## src/sbtap_map.svh

```systemverilog
/*
 * Offsets, codes, lengths and reset values of the boundary-scan test port.
 * Assumes inclusion by sbtap_pkg and by the core; definitions only.
 */
`ifndef SBTAP_MAP_SVH
`define SBTAP_MAP_SVH

// ----------------------------------------------------------------------
// instruction register
// ----------------------------------------------------------------------
`define SBTAP_IR_W 3
`define SBTAP_IR_BYPASS 3'h0
`define SBTAP_IR_IDCODE 3'h1
`define SBTAP_IR_SAMPZ 3'h2
`define SBTAP_IR_SAMPLE 3'h4
`define SBTAP_IR_PRIVATE 3'h5

// ----------------------------------------------------------------------
// data registers
// ----------------------------------------------------------------------
`define SBTAP_ID_W 32
`define SBTAP_BSR_LEN_X36 68
`define SBTAP_BSR_LEN_X18 49
`define SBTAP_BYPASS_CAPT 1'h0
`define SBTAP_ID_START_POS 0
`define SBTAP_ID_START_BIT 1'h1
`define SBTAP_TMS_RESET_EDGES 3'h5

// ----------------------------------------------------------------------
// pin synchroniser
// ----------------------------------------------------------------------
`define SBTAP_SYNC_STAGES 3

`endif

```

## src/sbtap_pkg.sv

```systemverilog
/*
 * Types of the boundary-scan test port: controller states, pin bundle.
 * Assumes sbtap_map.svh is on the include path.
 */
`include "sbtap_map.svh"

package sbtap_pkg;

    // ------------------------------------------------------------------
    // controller states, gray steps along the usual walk
    // ------------------------------------------------------------------
    typedef enum logic [3:0] {
        ST_RESET  = 4'h0,
        ST_IDLE   = 4'h1,
        ST_SELDR  = 4'h3,
        ST_CAPDR  = 4'h2,
        ST_SHDR   = 4'h6,
        ST_EX1DR  = 4'h7,
        ST_PADR   = 4'h5,
        ST_EX2DR  = 4'h4,
        ST_UPDR   = 4'hC,
        ST_SELIR  = 4'hD,
        ST_CAPIR  = 4'hF,
        ST_SHIR   = 4'hE,
        ST_EX1IR  = 4'hA,
        ST_PAIR   = 4'hB,
        ST_EX2IR  = 4'h9,
        ST_UPIR   = 4'h8
    } sbtap_state_t;

    // test pins plus the asynchronous output enable, sampled together
    typedef struct packed {
        logic tck;
        logic tms;
        logic tdi;
        logic oe_n;
    } sbtap_pins_t;

endpackage : sbtap_pkg
```

## src/sbtap_core.sv

```systemverilog
/*
 * Boundary-scan test port of a double data rate SRAM: controller, instruction
 * and data registers, serial output, and float control of data and echo clock.
 * Assumes the test pins and output enable arrive asynchronously and are
 * sampled on CLK_SYS (test clock far slower); the memory core supplies the
 * ring levels and a flag telling whether its last operation was a read.
 */
`timescale 1ns/100ps
`include "sbtap_map.svh"

// Behaviour
// - sample latches ring levels at capture-dr
// - sample instructions put chain between TDI/TDO
// - float-sample captures ring exactly like sample
// - sample keeps echo clock outputs driven
// - sample leaves data drivers under memory control
// - after power-up/write/deselect data pins float
// - after read, drive data when enable low
// - float-sample floats echo clock and data
// - sixteen states, moves only on rising TCK
// - power-up enters test-logic-reset without TCK
// - five TMS-high rising edges force reset
// - TDI sampled only in shift states
// - TDO driven only in shift states
// - three-bit codes; unknown codes give bypass
// - capture on rising, present on falling
// - chain 68 cells x36, 49 x18
// - identification instruction loaded at reset
module sbtap_core import sbtap_pkg::*; #(
    parameter int BSR_LEN = `SBTAP_BSR_LEN_X36,   // 49 for the 18-bit part
    parameter logic [3:0] ID_REV = 4'h0,          // arbitrary value
    parameter logic [15:0] ID_PART = 16'h1234,    // arbitrary value
    parameter logic [10:0] ID_MAKER = 11'h2AA     // arbitrary value
) (
    input wire logic CLK_SYS,                     // system clock, 25 MHz
    input wire logic RST,                         // synchronous reset, high
    input wire logic TCK,                         // test clock pin
    input wire logic TMS,                         // test mode select pin
    input wire logic TDI,                         // test data in pin
    input wire logic OE_IN_N,                     // memory output enable pin
    input wire logic [BSR_LEN-1:0] RING_IN,       // I/O ring levels
    input wire logic MEM_LAST_READ,               // last memory op was a read
    output logic TDO,                             // test data out
    output logic TDO_OE_N,                        // low while TDO driven
    output logic DQ_OE_N,                         // low while data pins driven
    output logic ECHO_OE_N                        // low while echo_clock_out driven
);

    // ------------------------------------------------------------------
    // pin sampling
    // ------------------------------------------------------------------
    sbtap_pins_t pin_s1_reg, pin_s2_reg, pin_s3_reg, pin_f_reg;
    logic [BSR_LEN-1:0] ring_s1_reg, ring_s2_reg, ring_s3_reg;
    logic tck_rise, tck_fall, tck_agree;

    // three stages; tck and oe_n levels only count once stages two and three agree
    always_ff @(posedge CLK_SYS) begin
        pin_s1_reg <= '{tck: TCK, tms: TMS, tdi: TDI, oe_n: OE_IN_N};
        pin_s2_reg <= pin_s1_reg;
        pin_s3_reg <= pin_s2_reg;
        ring_s1_reg <= RING_IN;
        ring_s2_reg <= ring_s1_reg;
        ring_s3_reg <= ring_s2_reg;
    end

    // filtered levels; a one-sample glitch never reaches the tck edges or oe_n, but tms and tdi reach the controller unfiltered from stage three
    always_ff @(posedge CLK_SYS) begin
        if (RST) begin
            pin_f_reg <= '{tck: 1'b0, tms: 1'b1, tdi: 1'b0, oe_n: 1'b1};
        end else begin
            pin_f_reg <= (pin_s2_reg & ~(pin_s2_reg ^ pin_s3_reg))
                       | (pin_f_reg & (pin_s2_reg ^ pin_s3_reg));
        end
    end

    assign tck_agree = (pin_s2_reg.tck == pin_s3_reg.tck);
    assign tck_rise = tck_agree && pin_s3_reg.tck && !pin_f_reg.tck;
    assign tck_fall = tck_agree && !pin_s3_reg.tck && pin_f_reg.tck;

    // ------------------------------------------------------------------
    // controller
    // ------------------------------------------------------------------
    sbtap_state_t state_reg, state_next;

    function automatic sbtap_state_t tap_next(input sbtap_state_t s, input logic m);
        unique case (s)
            ST_RESET: tap_next = m ? ST_RESET : ST_IDLE;
            ST_IDLE:  tap_next = m ? ST_SELDR : ST_IDLE;
            ST_SELDR: tap_next = m ? ST_SELIR : ST_CAPDR;
            ST_CAPDR: tap_next = m ? ST_EX1DR : ST_SHDR;
            ST_SHDR:  tap_next = m ? ST_EX1DR : ST_SHDR;
            ST_EX1DR: tap_next = m ? ST_UPDR : ST_PADR;
            ST_PADR:  tap_next = m ? ST_EX2DR : ST_PADR;
            ST_EX2DR: tap_next = m ? ST_UPDR : ST_SHDR;
            ST_UPDR:  tap_next = m ? ST_SELDR : ST_IDLE;
            ST_SELIR: tap_next = m ? ST_RESET : ST_CAPIR;
            ST_CAPIR: tap_next = m ? ST_EX1IR : ST_SHIR;
            ST_SHIR:  tap_next = m ? ST_EX1IR : ST_SHIR;
            ST_EX1IR: tap_next = m ? ST_UPIR : ST_PAIR;
            ST_PAIR:  tap_next = m ? ST_EX2IR : ST_PAIR;
            ST_EX2IR: tap_next = m ? ST_UPIR : ST_SHIR;
            ST_UPIR:  tap_next = m ? ST_SELDR : ST_IDLE;
        endcase
    endfunction : tap_next

    assign state_next = tap_next(state_reg, pin_s3_reg.tms);

    // power-up reset needs no test clock at all
    always_ff @(posedge CLK_SYS) begin
        if (RST) begin
            state_reg <= ST_RESET;
        end else if (tck_rise) begin
            state_reg <= state_next;
        end
    end

    // ------------------------------------------------------------------
    // instruction register
    // ------------------------------------------------------------------
    logic [`SBTAP_IR_W-1:0] ir_reg, ir_sh_reg;
    logic sel_bsr, sel_id, in_shift;

    // private code behaves as bypass so it can never reach hidden logic
    function automatic logic [1:0] decode_ir(input logic [`SBTAP_IR_W-1:0] c);
        unique case (c)
            `SBTAP_IR_IDCODE: decode_ir = 2'h1;
            `SBTAP_IR_SAMPLE, `SBTAP_IR_SAMPZ: decode_ir = 2'h2;
            default: decode_ir = 2'h0;
        endcase
    endfunction : decode_ir

    assign sel_id = (decode_ir(ir_reg) == 2'h1);
    assign sel_bsr = (decode_ir(ir_reg) == 2'h2);
    assign in_shift = (state_reg == ST_SHIR) || (state_reg == ST_SHDR);

    // shift into the msb, lsb leaves first; executes only at update
    // reset state reloads the id code without waiting for a test clock,
    // so a parked controller can never leave the outputs floated
    always_ff @(posedge CLK_SYS) begin
        if (RST) begin
            ir_reg <= `SBTAP_IR_IDCODE;
            ir_sh_reg <= `SBTAP_IR_IDCODE;
        end else if (state_reg == ST_RESET) begin
            ir_reg <= `SBTAP_IR_IDCODE;
        end else if (tck_rise) begin
            unique case (state_reg)
                ST_CAPIR: ir_sh_reg <= `SBTAP_IR_IDCODE;
                ST_SHIR:  ir_sh_reg <= {pin_s3_reg.tdi, ir_sh_reg[`SBTAP_IR_W-1:1]};
                ST_UPIR:  ir_reg <= ir_sh_reg;
                default: ;
            endcase
        end
    end

    // ------------------------------------------------------------------
    // data registers
    // ------------------------------------------------------------------
    logic [BSR_LEN-1:0] bsr_reg;
    logic [`SBTAP_ID_W-1:0] id_reg;
    logic byp_reg;

    // capture on the rising edge, shift only in shift-dr
    always_ff @(posedge CLK_SYS) begin
        if (RST) begin
            bsr_reg <= '0;
            id_reg <= '0;
            byp_reg <= `SBTAP_BYPASS_CAPT;
        end else if (tck_rise && state_reg == ST_CAPDR) begin
            if (sel_bsr) begin
                bsr_reg <= ring_s3_reg;
            end
            id_reg <= {ID_REV, ID_PART, ID_MAKER, `SBTAP_ID_START_BIT};
            byp_reg <= `SBTAP_BYPASS_CAPT;
        end else if (tck_rise && state_reg == ST_SHDR) begin
            if (sel_bsr) begin
                bsr_reg <= {pin_s3_reg.tdi, bsr_reg[BSR_LEN-1:1]};
            end
            id_reg <= {1'b0, id_reg[`SBTAP_ID_W-1:1]};          // read-only, no tdi
            byp_reg <= pin_s3_reg.tdi;
        end
    end

    // ------------------------------------------------------------------
    // serial output, changed on the falling edge
    // ------------------------------------------------------------------
    logic tdo_next;

    // mux chosen from the current state, which is steady at the fall
    always_comb begin
        if (state_reg == ST_SHIR) begin
            tdo_next = ir_sh_reg[0];
        end else if (sel_bsr) begin
            tdo_next = bsr_reg[0];
        end else if (sel_id) begin
            tdo_next = id_reg[0];
        end else begin
            tdo_next = byp_reg;
        end
    end

    always_ff @(posedge CLK_SYS) begin
        if (RST) begin
            TDO <= 1'b0;
            TDO_OE_N <= 1'b1;
        end else if (tck_fall) begin
            TDO <= tdo_next;
            TDO_OE_N <= !in_shift;
        end
    end

    // ------------------------------------------------------------------
    // memory output float control
    // ------------------------------------------------------------------
    // sample-z floats everything; otherwise normal read-and-enable rule
    always_ff @(posedge CLK_SYS) begin
        if (RST) begin
            DQ_OE_N <= 1'b1;
            ECHO_OE_N <= 1'b0;
        end else begin
            ECHO_OE_N <= (ir_reg == `SBTAP_IR_SAMPZ);
            DQ_OE_N <= (ir_reg == `SBTAP_IR_SAMPZ)
                     || !MEM_LAST_READ || pin_f_reg.oe_n;
        end
    end

    // ------------------------------------------------------------------
    // checks
    // ------------------------------------------------------------------
    logic [2:0] tms_run_reg;

    // consecutive rising edges seen with TMS high, saturating
    always_ff @(posedge CLK_SYS) begin
        if (RST) begin
            tms_run_reg <= 3'h0;
        end else if (tck_rise) begin
            tms_run_reg <= !pin_s3_reg.tms ? 3'h0
                         : (tms_run_reg == 3'h7) ? 3'h7 : tms_run_reg + 3'h1;
        end
    end
endmodule : sbtap_core

```

## config.mk

```make
export PLATFORM = sky130hd
export DESIGN_NAME = sbtap_core
export DESIGN_NICKNAME = d
export VERILOG_FILES = /design/src/sbtap_pkg.sv /design/src/sbtap_core.sv
export VERILOG_INCLUDE_DIRS = /design/src
export SDC_FILE = /design/constraint.sdc
export NUM_CORES = 1
export LEC_CHECK = 0
export BUFFER_PORTS_ARGS = -buffer_cell sky130_fd_sc_hd__buf_2
export CAP_MARGIN = 20
export CORE_MARGIN = 2
export CORE_UTILIZATION = 50
export DETAILED_ROUTE_END_ITERATION = 12
export GPL_ROUTABILITY_DRIVEN = 0
export PLACE_DENSITY = 0.71
export SLEW_MARGIN = 40
export SYNTH_ARGS = -nofsm -noshare
export SYNTH_HDL_FRONTEND = slang
export SYNTH_SLANG_ARGS = --single-unit
```

## constraint.sdc

```tcl
create_clock -name CLK_SYS -period 1.7 [get_ports CLK_SYS]
set_input_delay 0.255 -clock CLK_SYS [delete_from_list [all_inputs] [get_ports CLK_SYS]]
set_output_delay 0.255 -clock CLK_SYS [all_outputs]
set_load 0.01 [all_outputs]
```

==> results.toml <==
[finish]
nets = 1103
num_antenna_cells = 0
mostFrequentLayoutCells = "dfxtp_1 (321), nand2_1 (155), nor2_1 (88), buf_2 (77), dlygate4sd3_1 (73)"
syn_to_final_growth_pct = 31.21
fillerInstances = 1400
final_common_cell = "dfxtp_1"
drive_above_1_share_pct = 27.36

[clock_network]
cts-root-buf = "clkbuf_16"
clock-sinks = 326
htreeDepth = 1
cts_buffers = 31
clock_latency_ns = 0.54
cts.clk_slew.worst_paths_ns = 0.06
cts_tree = "yes"
clockBufferDepth = 3

[global_route]
grt_util_all_layers_pct = 16.83
grt_pass1_vias = 5966
grt_antenna_before_repair = 0
grt_pass1_wl_microns = 28510
grt_max_degree = 47
overflow = 0

[synth]
yosys.cell_types.count = 44
async_flop_share_pct = 0
seq_area_frac_synth_pct = 67.36
synth.avg_cell_area_sq_um = 11.65
syn_area_sq_um = 9689
synthCells = 832
synth_nets = 909
synthTopCellsByArea = "dfxtp_1 (67%), a311oi_2 (11%), nand2_1 (6.0%)"
synth_enable_flop_cells = 0
ys_seq_elements = 326
yosys.area.top_type_share_pct = 67.36
synth-main-ff-cell = "dfxtp_1"
synth-warning-count = 0
synth_top_area_cell = "dfxtp_1"

[floorplan]
start_util_pct = 51.46
dieArea_sq_um = 20510
num_rows = 50
die_h_microns = 143.2
io_pins = 79
die_x_microns = 143.2
coreArea_sq_um = 18830

[pwr]
p_clk_share_pct = 44.4
power.switching_uw = 3020
pwr-share-seq_pct = 53.1
p_leak_uw = 0.004711
ir_drop_v = 0.0009693
comb_power_share_pct = 2.5
pwr_density_cell_nw_per_um2 = 1185
p_int_uw = 12050
p_sw_share_pct = 20.04

[timing]
worst_slack_ns = -0.0001121
grt_setup_unrepaired = "yes"
hold_ws_ns = 0.1370
hold_viol_final = 0
post-route-min-period_ns = 1.700
period_share_pct = 100.0
final_max_slew_viol_count = 0
fmax_mhz = 588.2
clock_skew_ns = 0.01138
final-setup-viol-count = 1
worst_pin_slew_ns = 0.4213
slew_headroom_pct = 71.91
setup_tns_ns = -0.0001121

[routing]
drt_pre_antenna_iters = 5
vias = 6238
drt-total-wl_microns = 17610
ant_nets = 0
drc_errors = 0
wl_per_cell_microns = 13.45
drtIter0Drc = 321
routed_via_density = 4.765

[setup_path]
worstSetupEndpointType = "flop"
r2r-start = "pin_s2_reg[3]$_DFF_P_"
worstSetupPathType = "flop to flop"
worstPathRequired_ns = 2.14
crit_start = "pin_s2_reg[3]$_DFF_P_"
arrival_ns = 2.14
worstSetupStartpointType = "flop"
critPathMaxFanout = 7

[placed_design]
dp_slack_ns = -0.07112
portBuffers = 78
dpl.hpwl_microns = 9005

[outcome]
outcome = "finished with violations"
violations = "negative setup slack"

[job]
cap_violations = 0

[worst_hold_path]
hold_path.class = "input port to flop"
min_from = "RST"
## Yosys cell counts, types with 3 or more instances
| cell type | n |
|---|---|
| nand2b_1 | 5 |
| buf_2 | 8 |
| inv_1 | 15 |
| xnor2_1 | 3 |
| o21bai_1 | 3 |
| a311oi_1 | 11 |
| nand3_1 | 17 |
| nor2_1 | 94 |
| nor2b_1 | 6 |
| mux2i_1 | 7 |
| clkbuf_1 | 30 |
| buf_4 | 6 |
| buf_6 | 12 |
| nor3_1 | 5 |
| nand2_1 | 155 |
| a311oi_2 | 68 |
| nand3b_1 | 3 |
| a21oi_1 | 22 |
| dfxtp_1 | 326 |
| o21ai_0 | 7 |
## per-stage QoR
stage	power (uW)	util (%)	instances	cell area (sq um)
2_1_floorplan	8243	-	832	9689
5_1_grt	15640	67.52	1309	12710
3_5_place_dp	8396	56.05	1147	10560
6_report	15070	67.52	1309	12710
3_3_place_gp	8389	56.05	1147	10560
4_1_cts	15200	65.68	1279	12370
## final cells by class
cell class / instances / area, sq um / share of cell area [%]
tap: 260 / 325.3 / 2.559
inverter: 15 / 56.30 / 0.4429
multi-input combinational: 434 / 2816 / 22.15
timing repair buffer: 218 / 1966 / 15.46
clock buffer: 36 / 814.5 / 6.407
sequential: 326 / 6533 / 51.38
clock inverter: 20 / 202.7 / 1.594
## worst max-delay path, cell delays in order, from the launching register on
cell,delay (ns)
dfxtp_2,0.35
ha_4,0.16
nand4bb_4,0.13
buf_4,0.17
nor2_4,0.15
buf_6,0.16
clkbuf_16,0.16
nand2_1,0.07
a311oi_2,0.25
## final timing paths
kind              cells after the start                        to  slack [ns]
setup / recovery                      8  bsr_reg[23]$_SDFFE_PP0P_     -0.0001
hold reg to reg                       0   ring_s2_reg[48]$_DFF_P_        0.32
setup reg to reg                      8  bsr_reg[23]$_SDFFE_PP0P_     -0.0001
hold / removal                        2   id_reg[24]$_SDFFE_PP0P_        0.14
## power by group through the flow
stage | combinational (uW) | sequential, uW | clock (uW)
after floorplan | 110 | 8130 | 0
after global placement | 229 | 8160 | 0
after detailed placement | 231 | 8160 | 0
after CTS | 362 | 8000 | 6840
after global routing | 409 | 8020 | 7210
final | 375 | 8000 | 6690
## repair_timing
action / CTS / global route
resized for setup: 6 / 13
hold endpoints to repair: 73 / 0
endpoints found under the setup margin: 67 / 66
pin swaps: 1 / 7
setup buffers: 2 / 24
hold buffers: 73 / 0
gates cloned: 1 / 6
## cell families after synthesis
family / count (synthesis) / synth area share (%)
XOR/XNOR: 3 / 0.2712
AO/OA/AOI/OAI: 121 / 14.09
buffers and inverters: 72 / 4.055
flip-flops: 326 / 67.36
AND/OR/NAND/NOR: 301 / 13.25
multiplexers: 7 / 0.7232
adder cells (fa/ha/maj): 2 / 0.2582
## metal layers
layer	global-route usage, %	share of wire, %
met1	21.94	45
met2	28.61	48
met3	3.286	4.6
met4	4.638	1.7
met5	0	0
Power figures use the tool's default switching activity.
